==> config.mk <==
export PLATFORM = sky130hd
export DESIGN_NAME = hwloop_ctrl
export DESIGN_NICKNAME = d
export VERILOG_FILES = /design/src/rtl/hwloop_pkg.sv /design/src/rtl/hwloop_ctrl.sv /design/src/rtl/hwloop_stack.sv /design/src/rtl/hwloop_axil.sv
export VERILOG_INCLUDE_DIRS = /design/src /design/src/rtl
export SDC_FILE = /design/constraint.sdc
export NUM_CORES = 1
export LEC_CHECK = 0
export BUFFER_PORTS_ARGS = -buffer_cell sky130_fd_sc_hd__buf_2
export CAP_MARGIN = 10
export CELL_PAD_IN_SITES_DETAIL_PLACEMENT = 0
export CELL_PAD_IN_SITES_GLOBAL_PLACEMENT = 1
export CORE_UTILIZATION = 53
export CTS_BUF_LIST = sky130_fd_sc_hd__clkbuf_4 sky130_fd_sc_hd__clkbuf_8 sky130_fd_sc_hd__clkbuf_16
export DETAILED_ROUTE_END_ITERATION = 12
export HOLD_SLACK_MARGIN = 0.12
export PLACE_DENSITY = 0.8
export RECOVER_POWER = 50
export REMOVE_ABC_BUFFERS = 1
export SYNTH_ARGS = -nofsm -noshare
export SYNTH_HDL_FRONTEND = slang
export SYNTH_SLANG_ARGS = --single-unit
export TNS_END_PERCENT = 1
==> constraint.sdc <==
create_clock -name clk -period 3.94 [get_ports clk]
set_input_delay 0 -clock clk [delete_from_list [all_inputs] [get_ports clk]]
set_output_delay 0 -clock clk [all_outputs]
set_load 0.005 [all_outputs]
==> src/rtl/hwloop_consts.svh <==
// hwloop_consts.svh: offsets, field positions, reset values, stack sizes and bus responses for the loop unit
// assumes inclusion by its bare name from the loop unit files
`ifndef HWLOOP_CONSTS_SVH
`define HWLOOP_CONSTS_SVH

// register byte offsets on the register bus
`define HWL_OFF_CTRL 12'h000
`define HWL_OFF_ITER 12'h004
`define HWL_OFF_ENDX 12'h008
`define HWL_OFF_LCNT 12'h00C
`define HWL_OFF_LEND 12'h010
`define HWL_OFF_STAT 12'h014
`define HWL_OFF_SPTR 12'h018
`define HWL_OFF_TOPH 12'h01C
`define HWL_OFF_TOPL 12'h020
`define HWL_OFF_FADR 12'h024
`define HWL_OFF_PCNX 12'h028
`define HWL_OFF_PCUR 12'h02C

// control register fields
`define HWL_CTRL_START 0
`define HWL_CTRL_SHORT 1
`define HWL_CTRL_FETCH 2

// status word fields
`define HWL_SR_LOOP 15

// reset values and the short-count mask
`define HWL_RST_WORD 16'h0000
`define HWL_RST_SP 4'h0
`define HWL_SHORT_MASK 16'h0FFF

// stack depth, address width of stack pointer
`define HWL_STACK_DEPTH 16
`define HWL_SP_W 4

// bus responses
`define HWL_RESP_OKAY 2'b00
`define HWL_RESP_SLVERR 2'b10

`endif

==> src/rtl/hwloop_pkg.sv <==
// hwloop_pkg.sv: types of the zero-overhead loop unit
// assumes hwloop_consts.svh for widths
`include "hwloop_consts.svh"

package hwloop_pkg;

  // loop start sequence states
  typedef enum logic [1:0] {
    HWL_IDLE,
    HWL_PUSH1,
    HWL_PUSH2,
    HWL_ARM
  } hwloop_seq_e;

  // one stack entry: high and low word
  typedef struct packed {
    logic [15:0] high;
    logic [15:0] low;
  } hwloop_entry_s;

  // one stack operation request
  typedef struct packed {
    logic push;
    logic pop;
    hwloop_entry_s data;
  } hwloop_stkop_s;

  // word type
  typedef logic [15:0] hwloop_word_t;

endpackage : hwloop_pkg

==> src/rtl/hwloop_ctrl.sv <==
// hwloop_ctrl.sv: zero-overhead hardware loop controller, top level
// Functional notes
// - first cycle pushes end address and count
// - count operand loads the iteration counter
// - zero count runs body 65536 times
// - short count fills low 12, clears top
// - count operand from indirect address modes
// - second cycle pushes program counter, status word
// - stacked counter is first body address
// - end address register gets expression minus one
// - third cycle sets flag, compare fetches
// - match, count not one: decrement, branch back
// - branch target copied, stack not popped
// - match, count one: begin end processing
// - restore flag, pop, restore registers, pop
// - body refetched every pass
// - exit restores only the loop flag of the status word
// - reset clears the loop flag
// - loop flag is status bit 15
// - afterwards fetch continues past loop body
// assumes the fetch sequencer presents fetch addresses through the register
// bus and takes the next address back; the count operand is already read.
//
// Implementation choices: the AXI4-Lite register port and the register addresses.
`include "hwloop_consts.svh"
`timescale 1ns/1ps
`default_nettype none

module hwloop_ctrl
(
  // clock and reset
  input wire logic clk,
  input wire logic rstn,
  // axi4-lite write channels
  input wire logic [11:0] s_axi_awaddr,
  input wire logic s_axi_awvalid,
  output logic s_axi_awready,
  input wire logic [31:0] s_axi_wdata,
  input wire logic [3:0] s_axi_wstrb,
  input wire logic s_axi_wvalid,
  output logic s_axi_wready,
  output logic [1:0] s_axi_bresp,
  output logic s_axi_bvalid,
  input wire logic s_axi_bready,
  // axi4-lite read channels
  input wire logic [11:0] s_axi_araddr,
  input wire logic s_axi_arvalid,
  output logic s_axi_arready,
  output logic [31:0] s_axi_rdata,
  output logic [1:0] s_axi_rresp,
  output logic s_axi_rvalid,
  input wire logic s_axi_rready
);
  import hwloop_pkg::*;

  ////////////////////////////////////////////////////////////////////////////
  // bus front end

  logic wrStb;
  logic [11:0] wrAddr;
  logic [31:0] wrData;
  logic [3:0] wrStrb;
  logic wrOk;
  logic [11:0] rdAddr;
  logic [31:0] rdData;
  logic rdOk;

  hwloop_axil u_axil (
    .clk(clk),
    .rstn(rstn),
    .awaddr(s_axi_awaddr),
    .awvalid(s_axi_awvalid),
    .awready(s_axi_awready),
    .wdata(s_axi_wdata),
    .wstrb(s_axi_wstrb),
    .wvalid(s_axi_wvalid),
    .wready(s_axi_wready),
    .bresp(s_axi_bresp),
    .bvalid(s_axi_bvalid),
    .bready(s_axi_bready),
    .araddr(s_axi_araddr),
    .arvalid(s_axi_arvalid),
    .arready(s_axi_arready),
    .rdata(s_axi_rdata),
    .rresp(s_axi_rresp),
    .rvalid(s_axi_rvalid),
    .rready(s_axi_rready),
    .wrStb(wrStb),
    .wrAddr(wrAddr),
    .wrData(wrData),
    .wrStrb(wrStrb),
    .wrOk(wrOk),
    .rdAddr(rdAddr),
    .rdData(rdData),
    .rdOk(rdOk)
  );

  // register decode used for writes; reads decode in the case below
  function automatic logic isReg(input logic [11:0] a, input logic [11:0] off);
    isReg = (a == off);
  endfunction

  // low half-word byte lanes merged into an old value
  function automatic hwloop_word_t merge16(input hwloop_word_t old,
                                           input logic [31:0] d,
                                           input logic [3:0] s);
    merge16 = {s[1] ? d[15:8] : old[15:8], s[0] ? d[7:0] : old[7:0]};
  endfunction

  ////////////////////////////////////////////////////////////////////////////
  // software staging registers

  hwloop_word_t iterArg_r; // count operand for the next loop start
  hwloop_word_t endExpr_r; // end expression for the next loop start
  hwloop_word_t pcNext_r; // address after the loop instruction
  hwloop_word_t fetchAddr_r; // fetch address under test
  logic shortCnt_r; // count is a 12-bit immediate
  logic startReq; // start pulse from software
  logic fetchReq; // fetch pulse from sequencer

  assign startReq = wrStb && isReg(wrAddr, `HWL_OFF_CTRL) && wrStrb[0]
                    && wrData[`HWL_CTRL_START];
  assign fetchReq = wrStb && isReg(wrAddr, `HWL_OFF_FADR) && wrStrb[0];

  // staging writes; the count operand reaches here already fetched through
  // whichever indirect address mode the instruction used
  always_ff @(posedge clk or negedge rstn)
  begin
    if (!rstn)
    begin
      iterArg_r <= `HWL_RST_WORD;
      endExpr_r <= `HWL_RST_WORD;
      pcNext_r <= `HWL_RST_WORD;
      fetchAddr_r <= `HWL_RST_WORD;
      shortCnt_r <= 1'b0;
    end
    else if (wrStb)
    begin
      if (isReg(wrAddr, `HWL_OFF_ITER))
        iterArg_r <= merge16(iterArg_r, wrData, wrStrb);
      if (isReg(wrAddr, `HWL_OFF_ENDX))
        endExpr_r <= merge16(endExpr_r, wrData, wrStrb);
      if (isReg(wrAddr, `HWL_OFF_PCNX))
        pcNext_r <= merge16(pcNext_r, wrData, wrStrb);
      if (isReg(wrAddr, `HWL_OFF_FADR))
        fetchAddr_r <= merge16(fetchAddr_r, wrData, wrStrb);
      if (isReg(wrAddr, `HWL_OFF_CTRL) && wrStrb[0])
        shortCnt_r <= wrData[`HWL_CTRL_SHORT];
    end
  end

  ////////////////////////////////////////////////////////////////////////////
  // loop state and stack

  hwloop_seq_e seq_r;
  hwloop_word_t loopEndAddr_r; // loop end address
  hwloop_word_t loopIterCount_r; // passes still to run
  hwloop_word_t statusWord_r; // status word, flag at bit 15
  hwloop_word_t programCounter_r; // next fetch address answered
  logic fetchPend_r; // a fetch is being evaluated
  hwloop_stkop_s stkOp;
  logic [`HWL_SP_W-1:0] stackPtr;
  hwloop_entry_s stackTop;
  hwloop_entry_s stackBelow;
  logic loopActiveFlag;
  logic endMatch;
  logic lastPass;

  assign loopActiveFlag = statusWord_r[`HWL_SR_LOOP];
  // exact 16-bit equality, only while the loop flag is set
  assign endMatch = fetchPend_r && loopActiveFlag
                    && (fetchAddr_r == loopEndAddr_r);
  assign lastPass = (loopIterCount_r == 16'h0001);

  hwloop_stack u_stack (
    .clk(clk),
    .rstn(rstn),
    .op(stkOp),
    .stackPtr(stackPtr),
    .top(stackTop),
    .below(stackBelow)
  );

  // stack requests from the start sequence and from loop exit
  always_comb
  begin
    stkOp = '0;
    case (seq_r)
      HWL_PUSH1:
      begin
        stkOp.push = 1'b1;
        stkOp.data = '{high: loopEndAddr_r, low: loopIterCount_r};
      end
      HWL_PUSH2:
      begin
        stkOp.push = 1'b1;
        stkOp.data = '{high: pcNext_r, low: statusWord_r};
      end
      default:
        // first pop on the last match, second pop one cycle later
        stkOp.pop = (endMatch && lastPass) || exitPop2_r;
    endcase
  end

  // start sequence: push, push, arm
  always_ff @(posedge clk or negedge rstn)
  begin
    if (!rstn)
      seq_r <= HWL_IDLE;
    else
      case (seq_r)
        HWL_IDLE: seq_r <= startReq ? HWL_PUSH1 : HWL_IDLE;
        HWL_PUSH1: seq_r <= HWL_PUSH2;
        HWL_PUSH2: seq_r <= HWL_ARM;
        HWL_ARM: seq_r <= HWL_IDLE;
        default: seq_r <= HWL_IDLE;
      endcase
  end

  // fetch evaluation takes one cycle
  always_ff @(posedge clk or negedge rstn)
  begin
    if (!rstn)
      fetchPend_r <= 1'b0;
    else
      fetchPend_r <= fetchReq && (seq_r == HWL_IDLE);
  end

  // second pop of loop exit happens the cycle after the first
  logic exitPop2_r;
  always_ff @(posedge clk or negedge rstn)
  begin
    if (!rstn)
      exitPop2_r <= 1'b0;
    else
      exitPop2_r <= endMatch && lastPass && (seq_r == HWL_IDLE);
  end

  // loop registers: load on start, decrement on pass, restore on exit
  always_ff @(posedge clk or negedge rstn)
  begin
    if (!rstn)
    begin
      loopIterCount_r <= `HWL_RST_WORD;
      loopEndAddr_r <= `HWL_RST_WORD;
    end
    else if (seq_r == HWL_PUSH1)
    begin
      // zero is kept as zero: decrementing wraps it to run 65536 passes
      if (shortCnt_r)
        loopIterCount_r <= iterArg_r & `HWL_SHORT_MASK;
      else
        loopIterCount_r <= iterArg_r;
    end
    else if (seq_r == HWL_PUSH2)
      loopEndAddr_r <= endExpr_r - 16'h0001;
    else if (endMatch && !lastPass)
      loopIterCount_r <= loopIterCount_r - 16'h0001;
    else if (exitPop2_r)
    begin
      loopEndAddr_r <= stackTop.high;
      loopIterCount_r <= stackTop.low;
    end
  end

  // status word: loop flag from the start and exit logic, bits 14:0 from software
  always_ff @(posedge clk or negedge rstn)
  begin
    if (!rstn)
      statusWord_r <= `HWL_RST_WORD;
    else
    begin
      if (seq_r == HWL_ARM)
        statusWord_r[`HWL_SR_LOOP] <= 1'b1;
      else if (endMatch && lastPass)
        statusWord_r[`HWL_SR_LOOP] <= stackTop.low[`HWL_SR_LOOP];
      // software bits move apart from the flag, so neither loses to the other
      if (wrStb && isReg(wrAddr, `HWL_OFF_STAT))
        statusWord_r[14:0] <= 15'(merge16(statusWord_r, wrData, wrStrb));
    end
  end

  // next fetch address answered to the sequencer
  always_ff @(posedge clk or negedge rstn)
  begin
    if (!rstn)
      programCounter_r <= `HWL_RST_WORD;
    else if (fetchPend_r)
    begin
      if (endMatch && !lastPass)
        programCounter_r <= stackTop.high;
      else
        programCounter_r <= fetchAddr_r + 16'h0001;
    end
  end

  ////////////////////////////////////////////////////////////////////////////
  // register reads

  logic busy; // start sequence still running
  assign busy = (seq_r != HWL_IDLE);

  always_comb
  begin
    rdOk = 1'b1;
    rdData = 32'h0000_0000;
    case (rdAddr)
      `HWL_OFF_CTRL: rdData = {29'h0, fetchPend_r, shortCnt_r, busy};
      `HWL_OFF_ITER: rdData = {16'h0000, iterArg_r};
      `HWL_OFF_ENDX: rdData = {16'h0000, endExpr_r};
      `HWL_OFF_LCNT: rdData = {16'h0000, loopIterCount_r};
      `HWL_OFF_LEND: rdData = {16'h0000, loopEndAddr_r};
      `HWL_OFF_STAT: rdData = {16'h0000, statusWord_r};
      `HWL_OFF_SPTR: rdData = {28'h000_0000, stackPtr};
      `HWL_OFF_TOPH: rdData = {16'h0000, stackTop.high};
      `HWL_OFF_TOPL: rdData = {16'h0000, stackTop.low};
      `HWL_OFF_FADR: rdData = {16'h0000, fetchAddr_r};
      `HWL_OFF_PCNX: rdData = {16'h0000, pcNext_r};
      `HWL_OFF_PCUR: rdData = {16'h0000, programCounter_r};
      default: rdOk = 1'b0;
    endcase
  end

  // writes to read-only or unmapped offsets answer with an error
  assign wrOk = isReg(wrAddr, `HWL_OFF_CTRL) || isReg(wrAddr, `HWL_OFF_ITER)
                || isReg(wrAddr, `HWL_OFF_ENDX) || isReg(wrAddr, `HWL_OFF_PCNX)
                || isReg(wrAddr, `HWL_OFF_FADR) || isReg(wrAddr, `HWL_OFF_STAT);

endmodule // hwloop_ctrl

`default_nettype wire

==> src/rtl/hwloop_stack.sv <==
// hwloop_stack.sv: system stack for loop state, pointer plus entry array
// assumes at most one push or pop each cycle; over/underflow wraps
`include "hwloop_consts.svh"
`timescale 1ns/1ps
`default_nettype none

module hwloop_stack
(
  // clock and reset
  input wire logic clk,
  input wire logic rstn,
  // operation
  input wire hwloop_pkg::hwloop_stkop_s op,
  // state out
  output logic [`HWL_SP_W-1:0] stackPtr,
  output hwloop_pkg::hwloop_entry_s top,
  output hwloop_pkg::hwloop_entry_s below
);
  import hwloop_pkg::*;

  // entry array, index 0 unused as empty position
  hwloop_entry_s mem_r [`HWL_STACK_DEPTH];
  logic [`HWL_SP_W-1:0] sp_r;

  // pointer moves up on push, down on pop
  always_ff @(posedge clk or negedge rstn)
  begin
    if (!rstn)
      sp_r <= `HWL_RST_SP;
    else if (op.push)
      sp_r <= sp_r + 4'h1;
    else if (op.pop)
      sp_r <= sp_r - 4'h1;
  end

  // push writes the slot above the pointer
  always_ff @(posedge clk)
  begin
    if (op.push)
      mem_r[sp_r + 4'h1] <= op.data;
  end

  assign stackPtr = sp_r;
  assign top = mem_r[sp_r];
  assign below = mem_r[sp_r - 4'h1];

endmodule // hwloop_stack

`default_nettype wire

==> src/rtl/hwloop_axil.sv <==
// hwloop_axil.sv: AXI4-Lite slave front end, one write and one read at a time
// assumes the owner decodes addresses and supplies read data combinationally
`include "hwloop_consts.svh"
`timescale 1ns/1ps
`default_nettype none

module hwloop_axil
(
  // clock and reset
  input wire logic clk,
  input wire logic rstn,
  // write channels
  input wire logic [11:0] awaddr,
  input wire logic awvalid,
  output logic awready,
  input wire logic [31:0] wdata,
  input wire logic [3:0] wstrb,
  input wire logic wvalid,
  output logic wready,
  output logic [1:0] bresp,
  output logic bvalid,
  input wire logic bready,
  // read channels
  input wire logic [11:0] araddr,
  input wire logic arvalid,
  output logic arready,
  output logic [31:0] rdata,
  output logic [1:0] rresp,
  output logic rvalid,
  input wire logic rready,
  // register side
  output logic wrStb,
  output logic [11:0] wrAddr,
  output logic [31:0] wrData,
  output logic [3:0] wrStrb,
  input wire logic wrOk,
  output logic [11:0] rdAddr,
  input wire logic [31:0] rdData,
  input wire logic rdOk
);

  logic haveAw_r;
  logic haveW_r;

  // capture address and data in either order
  always_ff @(posedge clk or negedge rstn)
  begin
    if (!rstn)
    begin
      haveAw_r <= 1'b0;
      haveW_r <= 1'b0;
      wrAddr <= 12'h000;
      wrData <= 32'h0000_0000;
      wrStrb <= 4'h0;
    end
    else
    begin
      if (awvalid && awready)
      begin
        haveAw_r <= 1'b1;
        wrAddr <= awaddr;
      end
      if (wvalid && wready)
      begin
        haveW_r <= 1'b1;
        wrData <= wdata;
        wrStrb <= wstrb;
      end
      if (wrStb)
      begin
        haveAw_r <= 1'b0;
        haveW_r <= 1'b0;
      end
    end
  end

  assign awready = !haveAw_r && !bvalid;
  assign wready = !haveW_r && !bvalid;
  assign wrStb = haveAw_r && haveW_r && !bvalid;

  // write response one cycle after both halves are held
  always_ff @(posedge clk or negedge rstn)
  begin
    if (!rstn)
    begin
      bvalid <= 1'b0;
      bresp <= `HWL_RESP_OKAY;
    end
    else if (wrStb)
    begin
      bvalid <= 1'b1;
      bresp <= wrOk ? `HWL_RESP_OKAY : `HWL_RESP_SLVERR;
    end
    else if (bready)
      bvalid <= 1'b0;
  end

  // read answer one cycle after the address is taken
  assign arready = !rvalid;
  assign rdAddr = araddr;
  always_ff @(posedge clk or negedge rstn)
  begin
    if (!rstn)
    begin
      rvalid <= 1'b0;
      rdata <= 32'h0000_0000;
      rresp <= `HWL_RESP_OKAY;
    end
    else if (arvalid && arready)
    begin
      rvalid <= 1'b1;
      rdata <= rdOk ? rdData : 32'h0000_0000;
      rresp <= rdOk ? `HWL_RESP_OKAY : `HWL_RESP_SLVERR;
    end
    else if (rready)
      rvalid <= 1'b0;
  end

endmodule // hwloop_axil

`default_nettype wire

==> impl_metrics.ini <==
[global_routing]
grt_use_total = 0.272
grt_pass1_wl_um = 118000
overflow = 0
grt_start_max_net_pins = 119
antenna_found_initial = 5
grt_pass1_vias = 18696

[floorplan]
die-area_mm2 = 0.0584
core_mm2 = 0.0565
dieHeight_um = 242
initial_core_util = 0.538
rows = 87
io_pins = 108
die_width_um = 242

[finish]
regArea_mm2 = 0.0201
final_cell_mix = 512 x edfxtp_1, 185 x dfrtp_1, 145 x nand2_1
n_fill_cell = 4151
area_growth_pct = 14.5
finalNetCount = 2237
multi_input_area_mm2 = 0.00968
layout_commonest_cell = edfxtp_1
drive_gt1_frac = 0.209

[detailed_routing]
avgViaCountPerCell = 6.31
ant_nets = 0
wl_per_cell_um = 26.6
drt-pass1-iter-count = 6
wirelength_um = 79200
drc = 0
drt_iter0_markers = 2108
vias = 18758

[clock_tree]
clk_pin_slew_ps = 60
cts_tree = yes
ctsRootBufferMaster = clkbuf_16
cts_num_sinks = 701
htreeDepth = 3
post_cts_buffers = 0
hold_buffers = 38
clk_latency_ps = 620
numCtsBuffers = 73
cts_buffer_depth = 3
cts_resized = 0

[setup_path]
rrSetupSlack_ps = 490
path_cells = xnor2_1, nand3_1, nor3_1, and3_1, clkbuf_1, nor3_1, nor3_1, a2bb2oi_1
cp.arrival_ps = 3980
cp_max_fo = 15
critical_path_class = register to register
max_stage_delay_ps = 650
crit_start = fetchAddr_r[14]
reg2reg_from = fetchAddr_r[14]
r2r_cells = 8
worstSetupStartpointType = register
crit_path_end_kind = register
slowest_stage = and3_1
r2r_end = loopIterCount_r[11]
crit_top_cell = nor3_1
critPathRequiredTime_ps = 4470

[logic_synthesis]
syn_avg_cell_area_um2 = 15.0
synth_cell_types = 63
synthTopCellsByArea = edfxtp_1 51%, dfrtp_1 16%, mux4_2 4.9%, mux2_2 4.5%, mux2i_1 4.2%
yosysTopAreaCellShare = 0.505
ys_ff_latch = 701
synth_edf_count = 512
async_reset_ff_frac = 0.270
synth_area_mm2 = 0.0304
yosysWarnings = 0
synth_cells = 2026
seq_area_frac_synth = 0.661
yosys.area.top_type = edfxtp_1
ys.flop_type = edfxtp_1

[status]
violations = capacitance limit, slew limit
outcome = finished, violations left

[flow_run]
cap_viol_max_count = 1

[sta]
rsz0062_at_grt = no
setup_viol = 0
slew-limit-headroom = -0.196
tightest_slew_ps = 1790
skew_ps = 22.9
report.final.slew_viol_count = 73
hold_viol = 0
period_share = 0.875
worst_slack_ps = 492
fmax_ghz = 0.290
whs_ps = 115
min_period_ps = 3450

[power]
cellPowerDensity_mw_per_mm2 = 549
max-vdd-ir-drop_uv = 589
p_leak_nw = 13.2

[placement]
io_buffers = 71
place_worst_setup_slack_ps = 730
place_hpwl_um = 51000
gp_congestion = 0.931

[worst_hold_path]
worstHoldPathType = input pin to asynchronous set/reset pin
-- logic make-up (layout without fill, tap and decap cells) --
| family | count (synthesis) | in the layout | synth area share |
|---|---|---|---|
| flops | 701 | 701 | 0.661 |
| simple gates | 402 | 402 | 0.0664 |
| compound gates | 351 | 351 | 0.0838 |
| mux | 323 | 323 | 0.139 |
| buf+inv | 172 | 341 | 0.0262 |
| xor+xnor | 60 | 60 | 0.0173 |
| fa+ha+maj | 16 | 16 | 0.00658 |
| other cells | 1 | 21 | 0.000123 |
-- routing by layer --
| layer | vias to the layer above | share of wire | wire [um] | GRT usage |
|---|---|---|---|---|
| li1 | 8148 | - | - | - |
| met1 | 9615 | 0.41 | 32100 | 0.373 |
| met2 | 831 | 0.47 | 36900 | 0.419 |
| met3 | 162 | 0.085 | 6720 | 0.0610 |
| met4 | 2 | 0.043 | 3390 | 0.117 |
| met5 | - | 0.00010 | 8 | 0 |
-- area by class of cell --
cell class,instances,share of cell area
antenna,3,0.000216
clock buffer,95,0.0593
clock inverter,38,0.0154
inverter,29,0.00312
multi-input combinational,1170,0.278
sequential,701,0.577
tap,756,0.0272
timing repair buffer,179,0.0396
-- synthesized netlist by cell type, types with 5 or more instances --
master      n
edfxtp_1  512
dfrtp_1   189
nand2_1   145
mux2i_1   128
mux2_2    121
a22oi_1    97
clkbuf_1   75
a221oi_1   74
nor2_1     72
mux4_2     66
o21ai_0    59
nor2b_1    47
nor3_1     39
xnor2_1    37
a21oi_1    35
inv_1      28
buf_2      27
buf_4      27
xor2_1     23
nand3_1    22
o211ai_1   19
ha_1       16
buf_1      12
a31oi_1    11
nand4_1    11
a22o_1     10
nor4_1     10
a41o_1      9
and3_1      9
mux2_1      8
nand3b_1    8
o41ai_1     8
nand2b_1    6
o221ai_1    6
a32oi_1     5
nor4_4      5
-- sequential cells by signal, indices dropped and copies added (netlist names), 12 cells and up --
name and flops:
u_stack.mem_r 512, endExpr_r 16, fetchAddr_r 16, iterArg_r 16
loopEndAddr_r 16, loopIterCount_r 16, pcNext_r 16, programCounter_r 16
statusWord_r 16, u_axil.rdata 16, u_axil.wrData 16, u_axil.wrAddr 12
-- worst max path at each step --
stage                                end  cells past startpoint
global placement    u_stack.mem_r[14][3]                      7
global route                pcNext_r[11]                      5
floorplan           u_stack.mem_r[14][0]                      5
detailed placement  u_stack.mem_r[1][20]                      6
CTS                 u_stack.mem_r[1][29]                      6
finish               loopIterCount_r[11]                      8
-- report_power, final --
part / switching [mW] / internal, mW
registers: 0.416 / 8.08
logic: 1.96 / 1.30
clock network: 2.85 / 4.51
-- critical path: cells and delay by family, from the launching register on --
| family | cells | cell delay, ps |
|---|---|---|
| AND/OR/NAND/NOR | 5 | 1650 |
| buffers and inverters | 1 | 560 |
| XOR/XNOR | 1 | 540 |
| flip-flops | 1 | 430 |
| AO/OA/AOI/OAI | 1 | 180 |
-- metrics by stage --
step / total power [mW] / TNS (ps) / cell area [um2] / cells / utilization
floorplan: 10.9 / -3068020 / 29800 / 1900 / -
global route: 19.8 / 0 / 34800 / 2969 / 0.616
detailed placement: 11.9 / 0 / 32000 / 2797 / 0.566
global placement: 11.8 / 0 / 32000 / 2797 / 0.566
CTS: 19.3 / 0 / 34900 / 2968 / 0.618
finish: 19.1 / 0 / 34800 / 2971 / 0.617
Power figures use the tool's default switching activity.
